--- src/hdl/lrc_pkg.sv ---
package lrc_pkg;
  localparam int LRC_ADDR_W = 8;
  localparam int LRC_DATA_W = 8;
  localparam int LRC_TAP_W = 4;
  localparam int LRC_LADDER_W = 32;
  // Register index of the control register.
  localparam logic [7:0] LRC_REFERENCE_CONTROL_ADDR = 8'h9f;
  localparam logic [7:0] LRC_REFERENCE_CONTROL_RST = 8'h00;
  localparam int LRC_POWER_BIT = 7;
  localparam int LRC_OUTPUT_BIT = 6;
  localparam int LRC_RANGE_BIT = 5;
  localparam int LRC_UNUSED_BIT = 4;
  localparam int LRC_TAP_LSB = 0;
  localparam logic [7:0] LRC_WRITE_MASK = 8'hef;
  // Ladder geometry: low range uses tap/24, high range starts at 8/32 of supply.
  localparam int LRC_LOW_DEN = 24;
  localparam int LRC_HIGH_DEN = 32;
  localparam int LRC_HIGH_BASE = 8;
endpackage

--- src/hdl/lrc_ladder_reference_control.sv ---
`timescale 1ns/100ps
module lrc_ladder_reference_control (
  // Clock and reset.
  input wire logic clk,
  input wire logic reset_n,
  // Register port.
  input wire logic [lrc_pkg::LRC_ADDR_W-1:0] reg_addr,
  input wire logic [lrc_pkg::LRC_DATA_W-1:0] reg_wdata,
  input wire logic reg_write,
  input wire logic reg_read,
  output logic [lrc_pkg::LRC_DATA_W-1:0] reg_rdata_r,
  // Analog ladder controls.
  output logic ladder_power_r,
  output logic level_pin_output_enable_r,
  output logic [lrc_pkg::LRC_LADDER_W-1:0] tap_onehot_r,
  output logic [lrc_pkg::LRC_TAP_W:0] level_num_r,
  output logic [lrc_pkg::LRC_TAP_W+1:0] level_den_r
);
  import lrc_pkg::*;

  logic [LRC_DATA_W-1:0] reference_control_r;
  logic reg_hit;
  logic range_low;
  logic [LRC_TAP_W-1:0] tap_select;
  logic [LRC_TAP_W:0] ladder_tap;
  logic ctrl_write;

  assign reg_hit = (reg_addr == LRC_REFERENCE_CONTROL_ADDR);
  assign ctrl_write = reg_write && reg_hit;
  assign range_low = reference_control_r[LRC_RANGE_BIT];
  assign tap_select = reference_control_r[LRC_TAP_LSB +: LRC_TAP_W];

  // Ladder tap index out of 32 for high range, out of 24 for low range.
  function automatic logic [LRC_TAP_W:0] lrc_tap_index(input logic low,
                                                       input logic [LRC_TAP_W-1:0] sel);
    if (low) begin
      lrc_tap_index = {1'b0, sel};
    end else begin
      lrc_tap_index = 5'(LRC_HIGH_BASE) + {1'b0, sel};
    end
  endfunction

  assign ladder_tap = lrc_tap_index(range_low, tap_select);

  // Control register; bit 4 is never stored.
  always_ff @(posedge clk) begin
    if (!reset_n) begin
      reference_control_r <= LRC_REFERENCE_CONTROL_RST;
    end else if (reg_write && reg_hit) begin
      reference_control_r <= reg_wdata & LRC_WRITE_MASK;
    end
  end

  // Read data stand only in the cycle after the strobe; unmapped reads give zero.
  always_ff @(posedge clk) begin
    if (!reset_n) begin
      reg_rdata_r <= '0;
    end else if (reg_read && reg_hit) begin
      reg_rdata_r <= reference_control_r;
    end else begin
      reg_rdata_r <= '0;
    end
  end

  // Power and pin switch follow the stored bits one cycle after the register.
  always_ff @(posedge clk) begin
    if (!reset_n) begin
      ladder_power_r <= 1'b0;
      level_pin_output_enable_r <= 1'b0;
    end else begin
      ladder_power_r <= reference_control_r[LRC_POWER_BIT];
      level_pin_output_enable_r <= reference_control_r[LRC_OUTPUT_BIT];
    end
  end

  // Powered down means no tap is selected, so the string draws no current.
  always_ff @(posedge clk) begin
    if (!reset_n) begin
      tap_onehot_r <= '0;
    end else if (reference_control_r[LRC_POWER_BIT]) begin
      tap_onehot_r <= LRC_LADDER_W'(1) << ladder_tap;
    end else begin
      tap_onehot_r <= '0;
    end
  end

  // The level is handed over as a fraction, so the analog side needs no divider.
  always_ff @(posedge clk) begin
    if (!reset_n) begin
      level_num_r <= '0;
      level_den_r <= '0;
    end else begin
      level_num_r <= ladder_tap;
      level_den_r <= range_low ? 6'(LRC_LOW_DEN) : 6'(LRC_HIGH_DEN);
    end
  end

  // Settling after a tap or range change is left to software; there is no busy flag.

  // Register port checks.
  unused_bit_a: assert property (@(posedge clk) disable iff (!reset_n)
    reference_control_r[LRC_UNUSED_BIT] == 1'b0)
    else $error("unused control bit became set");

  reset_clear_a: assert property (@(posedge clk)
    !reset_n |=> (reference_control_r == LRC_REFERENCE_CONTROL_RST && reg_rdata_r == '0
      && !ladder_power_r && !level_pin_output_enable_r && tap_onehot_r == '0))
    else $error("reset left control state set");

  write_store_a: assert property (@(posedge clk) disable iff (!reset_n)
    ctrl_write |=> (reference_control_r == ($past(reg_wdata) & LRC_WRITE_MASK)))
    else $error("control write not stored");

  foreign_write_a: assert property (@(posedge clk) disable iff (!reset_n)
    (reg_write && !reg_hit) |=> $stable(reference_control_r))
    else $error("write to another address changed the control register");

  read_hold_a: assert property (@(posedge clk) disable iff (!reset_n)
    (reg_read && !reg_write) |=> $stable(reference_control_r))
    else $error("read changed the control register");

  read_back_a: assert property (@(posedge clk) disable iff (!reset_n)
    (reg_read && reg_hit) |=> (reg_rdata_r == $past(reference_control_r)))
    else $error("control read data wrong");

  read_idle_a: assert property (@(posedge clk) disable iff (!reset_n)
    !(reg_read && reg_hit) |=> (reg_rdata_r == '0))
    else $error("read data not zero outside a read");

  fresh_read_a: assert property (@(posedge clk) disable iff (!reset_n)
    ctrl_write ##1 (reg_read && reg_hit)
      |=> (reg_rdata_r == ($past(reg_wdata, 2) & LRC_WRITE_MASK)))
    else $error("read right after a write missed the new value");

  // Ladder drive checks.
  power_follow_a: assert property (@(posedge clk) disable iff (!reset_n)
    ctrl_write |=> ##1 (ladder_power_r == $past(reg_wdata[LRC_POWER_BIT], 2)))
    else $error("ladder power does not follow bit 7");

  power_down_a: assert property (@(posedge clk) disable iff (!reset_n)
    !ladder_power_r
      |-> ($past(reference_control_r[LRC_POWER_BIT]) == 1'b0 && tap_onehot_r == '0))
    else $error("ladder selects a tap while powered down");

  power_hold_a: assert property (@(posedge clk) disable iff (!reset_n)
    $changed(ladder_power_r) |-> $past(ctrl_write, 2))
    else $error("ladder power changed without a control write");

  pin_follow_a: assert property (@(posedge clk) disable iff (!reset_n)
    ctrl_write |=> ##1
      (level_pin_output_enable_r == $past(reg_wdata[LRC_OUTPUT_BIT], 2)))
    else $error("pin enable does not follow bit 6");

  pin_hold_a: assert property (@(posedge clk) disable iff (!reset_n)
    $changed(level_pin_output_enable_r) |-> $past(ctrl_write, 2))
    else $error("pin enable changed without a control write");

  tap_onehot_a: assert property (@(posedge clk) disable iff (!reset_n)
    ladder_power_r |-> $onehot(tap_onehot_r))
    else $error("tap select not one-hot while powered");

  tap_position_a: assert property (@(posedge clk) disable iff (!reset_n)
    ladder_power_r |-> tap_onehot_r[level_num_r])
    else $error("selected tap does not match the level numerator");

  tap_top_a: assert property (@(posedge clk) disable iff (!reset_n)
    (tap_onehot_r >> LRC_LOW_DEN) == '0)
    else $error("tap above the ladder top selected");

  // Level fraction checks.
  // The reset_n term keeps the edge that releases reset from starting a check.
  low_range_a: assert property (@(posedge clk) disable iff (!reset_n)
    (reset_n && range_low)
      |=> (level_den_r == 6'(LRC_LOW_DEN) && level_num_r == {1'b0, $past(tap_select)}))
    else $error("low range level wrong");

  high_range_a: assert property (@(posedge clk) disable iff (!reset_n)
    (reset_n && !range_low) |=> (level_den_r == 6'(LRC_HIGH_DEN)
      && level_num_r == 5'(LRC_HIGH_BASE) + {1'b0, $past(tap_select)}))
    else $error("high range level wrong");

  den_follow_a: assert property (@(posedge clk) disable iff (!reset_n)
    ctrl_write |=> ##1 (level_den_r == ($past(reg_wdata[LRC_RANGE_BIT], 2)
      ? 6'(LRC_LOW_DEN) : 6'(LRC_HIGH_DEN))))
    else $error("level scale does not follow the range bit");

  low_count_a: assert property (@(posedge clk) disable iff (!reset_n)
    (level_den_r == 6'(LRC_LOW_DEN))
      |-> (level_num_r <= {1'b0, {LRC_TAP_W{1'b1}}}))
    else $error("low range level outside its sixteen steps");

  high_count_a: assert property (@(posedge clk) disable iff (!reset_n)
    (level_den_r == 6'(LRC_HIGH_DEN)) |-> (level_num_r >= 5'(LRC_HIGH_BASE)
      && level_num_r <= 5'(LRC_HIGH_BASE) + {1'b0, {LRC_TAP_W{1'b1}}}))
    else $error("high range level outside its sixteen steps");

endmodule // lrc_ladder_reference_control

--- config.mk ---
export PLATFORM = sky130hd
export DESIGN_NAME = lrc_ladder_reference_control
export DESIGN_NICKNAME = d
export VERILOG_FILES = /design/src/hdl/lrc_pkg.sv /design/src/hdl/lrc_ladder_reference_control.sv
export SDC_FILE = /design/constraint.sdc
export NUM_CORES = 1
export LEC_CHECK = 0
export BUFFER_PORTS_ARGS = -buffer_cell sky130_fd_sc_hd__buf_2
export CELL_PAD_IN_SITES_DETAIL_PLACEMENT = 1
export CELL_PAD_IN_SITES_GLOBAL_PLACEMENT = 1
export CORE_ASPECT_RATIO = 0.9
export CORE_MARGIN = 5
export CORE_UTILIZATION = 34
export DETAILED_ROUTE_END_ITERATION = 10
export PLACE_DENSITY = 0.86
export SYNTH_ARGS = -nofsm -noshare
export SYNTH_HDL_FRONTEND = slang
export SYNTH_SLANG_ARGS = --single-unit
--- constraint.sdc ---
create_clock -name clk -period 1.71 [get_ports clk]
set_input_delay 0.342 -clock clk [delete_from_list [all_inputs] [get_ports clk]]
set_output_delay 0.342 -clock clk [all_outputs]
set_load 0.005 [all_outputs]
# After elaboration in Yosys (flattened, before gate mapping)
# Cells that the tools add are included.
# totals
out_inout_bits,53
latchBits,0
rom_bits,0
memories,0
ramBits,0
regBits,59
in_bits,20
# op_classes
n_div,0
n_lt_le_gt_ge,0
bitwise_logic,0
n_mul,0
shifts,1
eq_ne,1
reduce_logical,4
addsub,1
n_mux,2
# op_table
op,n
"1-bit by 5-bit left shift with 32-bit output, first input constant",1
"8-bit == test, second input constant",1
6-bit 2-to-1 mux,1
"4-bit by 4-bit adder with 5-bit output, first input constant",1
5-bit 2-to-1 mux,1
2-bit AND reduction,2
1-bit logical AND,2

# Longest topological paths before layout
# depth
depth_word,3
depth_mapped,5
mapped_depth_nobuf,5

# Least setup slack after synthesis
# OpenSTA, ideal clock, no wires.
# synth_timing
path_type,register to register
start,register reference_control_r[5]
end,register tap_onehot_r[0] (netlist bit)
setup_slack_ns,0.531
arrival_ns,1.106
stages_incl_launch_ff,6
setup_ns,0.073
cell_sequence,dfxtp_1 > inv_1 > ha_1 > and4bb_2 > nand2b_2 > nor3_2
# synth_between
elab_chain_cells,2
# synth_lines
item,line_no,rtl
"start, declared",lrc_ladder_reference_control.sv:21,logic [LRC_DATA_W-1:0] reference_control_r;
"start signal, assigned",lrc_ladder_reference_control.sv:50,reference_control_r <= reg_wdata & LRC_WRITE_MASK;
5-bit 2-to-1 mux,lrc_ladder_reference_control.sv:36,if (low) begin
net ladder_tap[3],lrc_ladder_reference_control.sv:25,logic [LRC_TAP_W:0] ladder_tap;
1-bit by 5-bit left shift with 32-bit output,lrc_ladder_reference_control.sv:81,tap_onehot_r <= LRC_LADDER_W'(1) << ladder_tap;
"end signal, assigned",lrc_ladder_reference_control.sv:81,
"end, declared",lrc_ladder_reference_control.sv:15,"output logic [lrc_pkg::LRC_LADDER_W-1:0] tap_onehot_r,"
# The timed path passes the listed nets, and every way through them passes these cells.
# A chain may end at the register's enable or synchronous reset.

# Worst setup path in the final report
# layout_timing
start,register reference_control_r[5]
end,register tap_onehot_r[12] (netlist bit)
# Same word-level chain as after synthesis.

==> parameters.txt <==
Parameter                              Value

CTS
  Cell at the root of the clock tree ... sky130_fd_sc_hd__clkbuf_8
  Number of buffers inserted during clock tree synthesis ... 5
  TritonCTS clock tree ... built
  Longest Clk Path Bufs ... 2
  Cts-stage hold buffer count ... 0
  Clock-pin slew on the worst setup and hold paths ... 0.09 ns
  H-tree depth reported by CTS ... 2
  Insertion delay to the later sink of the worst-skew pair ... 0.29 ns
  TritonCTS sink count ... 55
  Post_cts resized ... 0
  Post-CTS setup repair buffer count ... 0

Die
  Starting Density ... 0.353
  Die Y ... roughly 77 um
  Number of placed I/O pins ... 73
  Die Area ... 0.00658 sq mm
  Die W ... around 85 um
  Area of the placeable core ... a little under 0.005 sq mm
  Row count ... 24

STA
  Hold slack ... approximately 0.28 ns
  Final setup TNS ... 0 ns
  Final clock period utilization by the worst path ... 0.813
  Min cycle time layout ... between 1 and 1.5 ns
  Max Clock Freq ... between 0.7 and 0.8 GHz
  Number of setup violations in the final report ... 0
  Count of final max-slew check failures ... 0
  Setup Skew ... around 0.0056 ns
  Worst setup slack after layout ... ~0.32 ns
  Final Hold Violating Endpoints ... 0
  Setup repair after global routing missed its margin ... false

Logic synthesis
  Count of yosys warnings during synthesis ... 0
  Number of flops mapped to enable cells by yosys ... 0
  Portion of synthesized cell area occupied by the leading cell type ... 0.641
  Post-synthesis sequential element count ... 55
  Share of cell area taken by muxes after synthesis ... 0.0408
  Biggest area consumer among synthesized cells ... sky130_fd_sc_hd__dfxtp_1
  Synth Area in Compound Gates ... 0
  Synth cell types ... 28
  Fraction of the mapped netlist area in simple logic gates ... 0.247
  Avg Synthesized Cell Area ... 10.7 sq um
  Share of synthesized area occupied by flip-flops and latches ... 0.641
  Primary flip-flop cell chosen by synthesis mapping ... sky130_fd_sc_hd__dfxtp_1
  Leading cell type by number of instances after synthesis ... sky130_fd_sc_hd__dfxtp_1
  Share of flip-flops with an asynchronous set or reset ... 0
  Adder and majority cell fraction of the synthesized area ... 0.00728
  Xor and xnor area share after synthesis ... 0
  Post-synth design cell area ... 0.00172 sq mm
  Cells after synthesis ... between 150 and 200
  Cells taking the most area after synthesis ... sky130_fd_sc_hd__dfxtp_1, sky130_fd_sc_hd__nor2_1, sky130_fd_sc_hd__mux2i_1, sky130_fd_sc_hd__nand2_1, sky130_fd_sc_hd__buf_4
  Largest family of logic cells by synthesized area ... simple AND/OR/NAND/NOR gates
  List of most frequent post-synthesis cells ... sky130_fd_sc_hd__dfxtp_1, sky130_fd_sc_hd__nor2_1, sky130_fd_sc_hd__nand2_1

GRT
  Initial antenna violation count ... 0
  Maximum number of pins on one net before global-route repair ... 17
  Wire length of the first global-routing pass ... between 6000 and 7000 um
  Vias in the first global route ... approximately 1300
  Global route total overflow ... 0
  Overall track demand over capacity in global routing ... 0.115

Final layout
  Layout area overhead ... 26.5%
  Number of non-filler instances in the completed layout ... approximately 300
  Proportion of layout cells with a drive suffix above 1 ... 0.387
  Antenna diode count ... 0
  Filler instances ... between 500 and 600
  Net count reported at finish ... 250

Placement
  IO buf count ... 67
  Setup slack after placement ... between 0.3 and 0.4 ns
  Global placer's final weighted congestion ... just over 0.7
  Post-Place Cells ... 287
  HPWL after DPL ... ~2800 um

Critical path
  Startpoint kind of the worst setup timing path ... flip-flop
  WP data arrival ... 1.60 ns
  Critical-path cell list ... inv_1 -> ha_1 -> and2b_1 -> nand4_1 -> nor3_2
  Maximum net fanout on the critical path ... 6
  Crit Path Category ... reg -> reg
  Reg2reg path depth ... 5
  Max stage delay on crit path ... between 0.3 and 0.4 ns
  Required time reported for the critical path endpoint ... approximately 1.9 ns
  R2r endpoint ... tap_onehot_r[12]$_SDFF_PP0_
  Launch point of the worst path ... reference_control_r[5]$_SDFFE_PN0P_
  Critical path endpoint category ... flip-flop
  Critical path's slowest cell ... sky130_fd_sc_hd__dfxtp_1
  Internal reg-to-reg setup slack ... 0.32 ns
  Crit path capture ... tap_onehot_r[12]$_SDFF_PP0_
  Worst R2R Start ... reference_control_r[5]$_SDFFE_PN0P_

Detailed routing
  Initial detailed-routing violation count ... 36
  Post-route DRC ... 0
  WL/cell ... 12.2 um
  Post-route antenna net violation count ... 0
  Detailed-route vias per instance ... roughly 4.3
  Detailed-route via count ... between 1000 and 1500
  Pre-antenna DRT Iters ... 4
  Total wire length after detailed routing ... 3610 um

Status
  Status ... finished clean

Hold path
  Classification of the worst-slack hold path ... in -> reg

Power
  Pwr/cell area ... 918 mW/mm^2
  Leakage power total ... ~1.1 nW
  Overall power of the completed layout ... around 2 mW
  Maximum VDD drop ... about 0.33 mV

Run
  Max capacitance violation total ... 0
==> through the flow <==
stage / area [sq um] / util
after floorplan: 1730 / -
after global routing: 2170 / 0.447
final: 2170 / 0.447
after detailed placement: 2090 / 0.429
after CTS: 2170 / 0.447
after global placement: 2090 / 0.429
==> critical path: cells and delay by family (launching register included) <==
family        cells  cell delay [ns]
fa+ha+maj         1             0.24
buf+inv           1             0.05
flops             1             0.35
simple gates      3             0.67
==> cells in the final DEF (no fill, tap or decap), types with 2 or more instances in the layout <==
cell type / instances
sky130_fd_sc_hd__nor3_1: 5
sky130_fd_sc_hd__nor2_1: 31
sky130_fd_sc_hd__and2b_1: 2
sky130_fd_sc_hd__dfxtp_1: 55
sky130_fd_sc_hd__nor3_2: 3
sky130_fd_sc_hd__nand3_1: 2
sky130_fd_sc_hd__clkbuf_8: 5
sky130_fd_sc_hd__nand4_1: 2
sky130_fd_sc_hd__mux2i_1: 7
sky130_fd_sc_hd__nand2b_1: 4
sky130_fd_sc_hd__inv_1: 6
sky130_fd_sc_hd__conb_1: 4
sky130_fd_sc_hd__and4bb_2: 2
sky130_fd_sc_hd__buf_4: 3
sky130_fd_sc_hd__nand2_1: 16
sky130_fd_sc_hd__and2_1: 2
sky130_fd_sc_hd__buf_2: 67
==> routing by layer <==
layer / part of all wire / wire length, um / global-route usage
met4: 0.0072 / 26 / 0.0237
met2: 0.46 / 1680 / 0.200
met3: 0.10 / 372 / 0.0498
met5: 0 / 0 / 0
met1: 0.42 / 1530 / 0.131
==> area by class of cell <==
| cell class | instances | area, sq um | share of cell area |
|---|---|---|---|
| flip-flops and latches | 55 | 1100 | 0.507 |
| clock inverters | 2 | 12.5 | 0.00576 |
| repair buffers | 70 | 358 | 0.165 |
| inverters | 7 | 26.3 | 0.0121 |
| well taps | 65 | 81.3 | 0.0374 |
| multi-input cells | 90 | 522 | 0.240 |
| clock buffers | 6 | 72.6 | 0.0334 |
==> registers in the layout (all words and copies together) (netlist names) <==
name / count
ladder_power_r: 1
level_den_r: 2
level_num_r: 5
level_pin_output_enable_r: 1
reference_control_r: 7
reg_rdata_r: 7
tap_onehot_r: 32
==> how the worst min path moves through the flow <==
stage | cells after the start | end | from | slack, ns
6_report | 3 | reference_control_r[7]$_SDFFE_PN0P_ | reg_wdata[7] | 0.28
5_1_grt | 3 | reference_control_r[1]$_SDFFE_PN0P_ | reg_wdata[1] | 0.27
4_1_cts | 3 | reference_control_r[3]$_SDFFE_PN0P_ | reg_wdata[3] | 0.27
3_5_place_dp | 1 | level_den_r[5]$_SDFF_PN0_ | reference_control_r[5]$_SDFFE_PN0P_ | 0.43
3_3_place_gp | 1 | level_den_r[5]$_SDFF_PN0_ | reference_control_r[5]$_SDFFE_PN0P_ | 0.42
2_1_floorplan | 1 | level_den_r[5]$_SDFF_PN0_ | reference_control_r[5]$_SDFFE_PN0P_ | 0.41
==> logic make-up (layout without fill, tap and decap cells) <==
| logic type | after synthesis | in the layout |
|---|---|---|
| adder cells (fa/ha/maj) | 1 | 1 |
| buffers and inverters | 18 | 85 |
| flip-flops | 55 | 55 |
| multiplexers | 7 | 7 |
| other | 1 | 4 |
| AND/OR/NAND/NOR | 78 | 78 |
==> where the power goes <==
group	switching [mW]	leakage, nW	total, mW	internal [mW]
registers	0.00102	0.443	1.28	1.28
logic	0.0220	0.646	0.0454	0.0234
clock network	0.379	0.0412	0.666	0.287
total	0.402	1.13	1.99	1.59
Note: power is estimated with default switching activity, not from simulation.
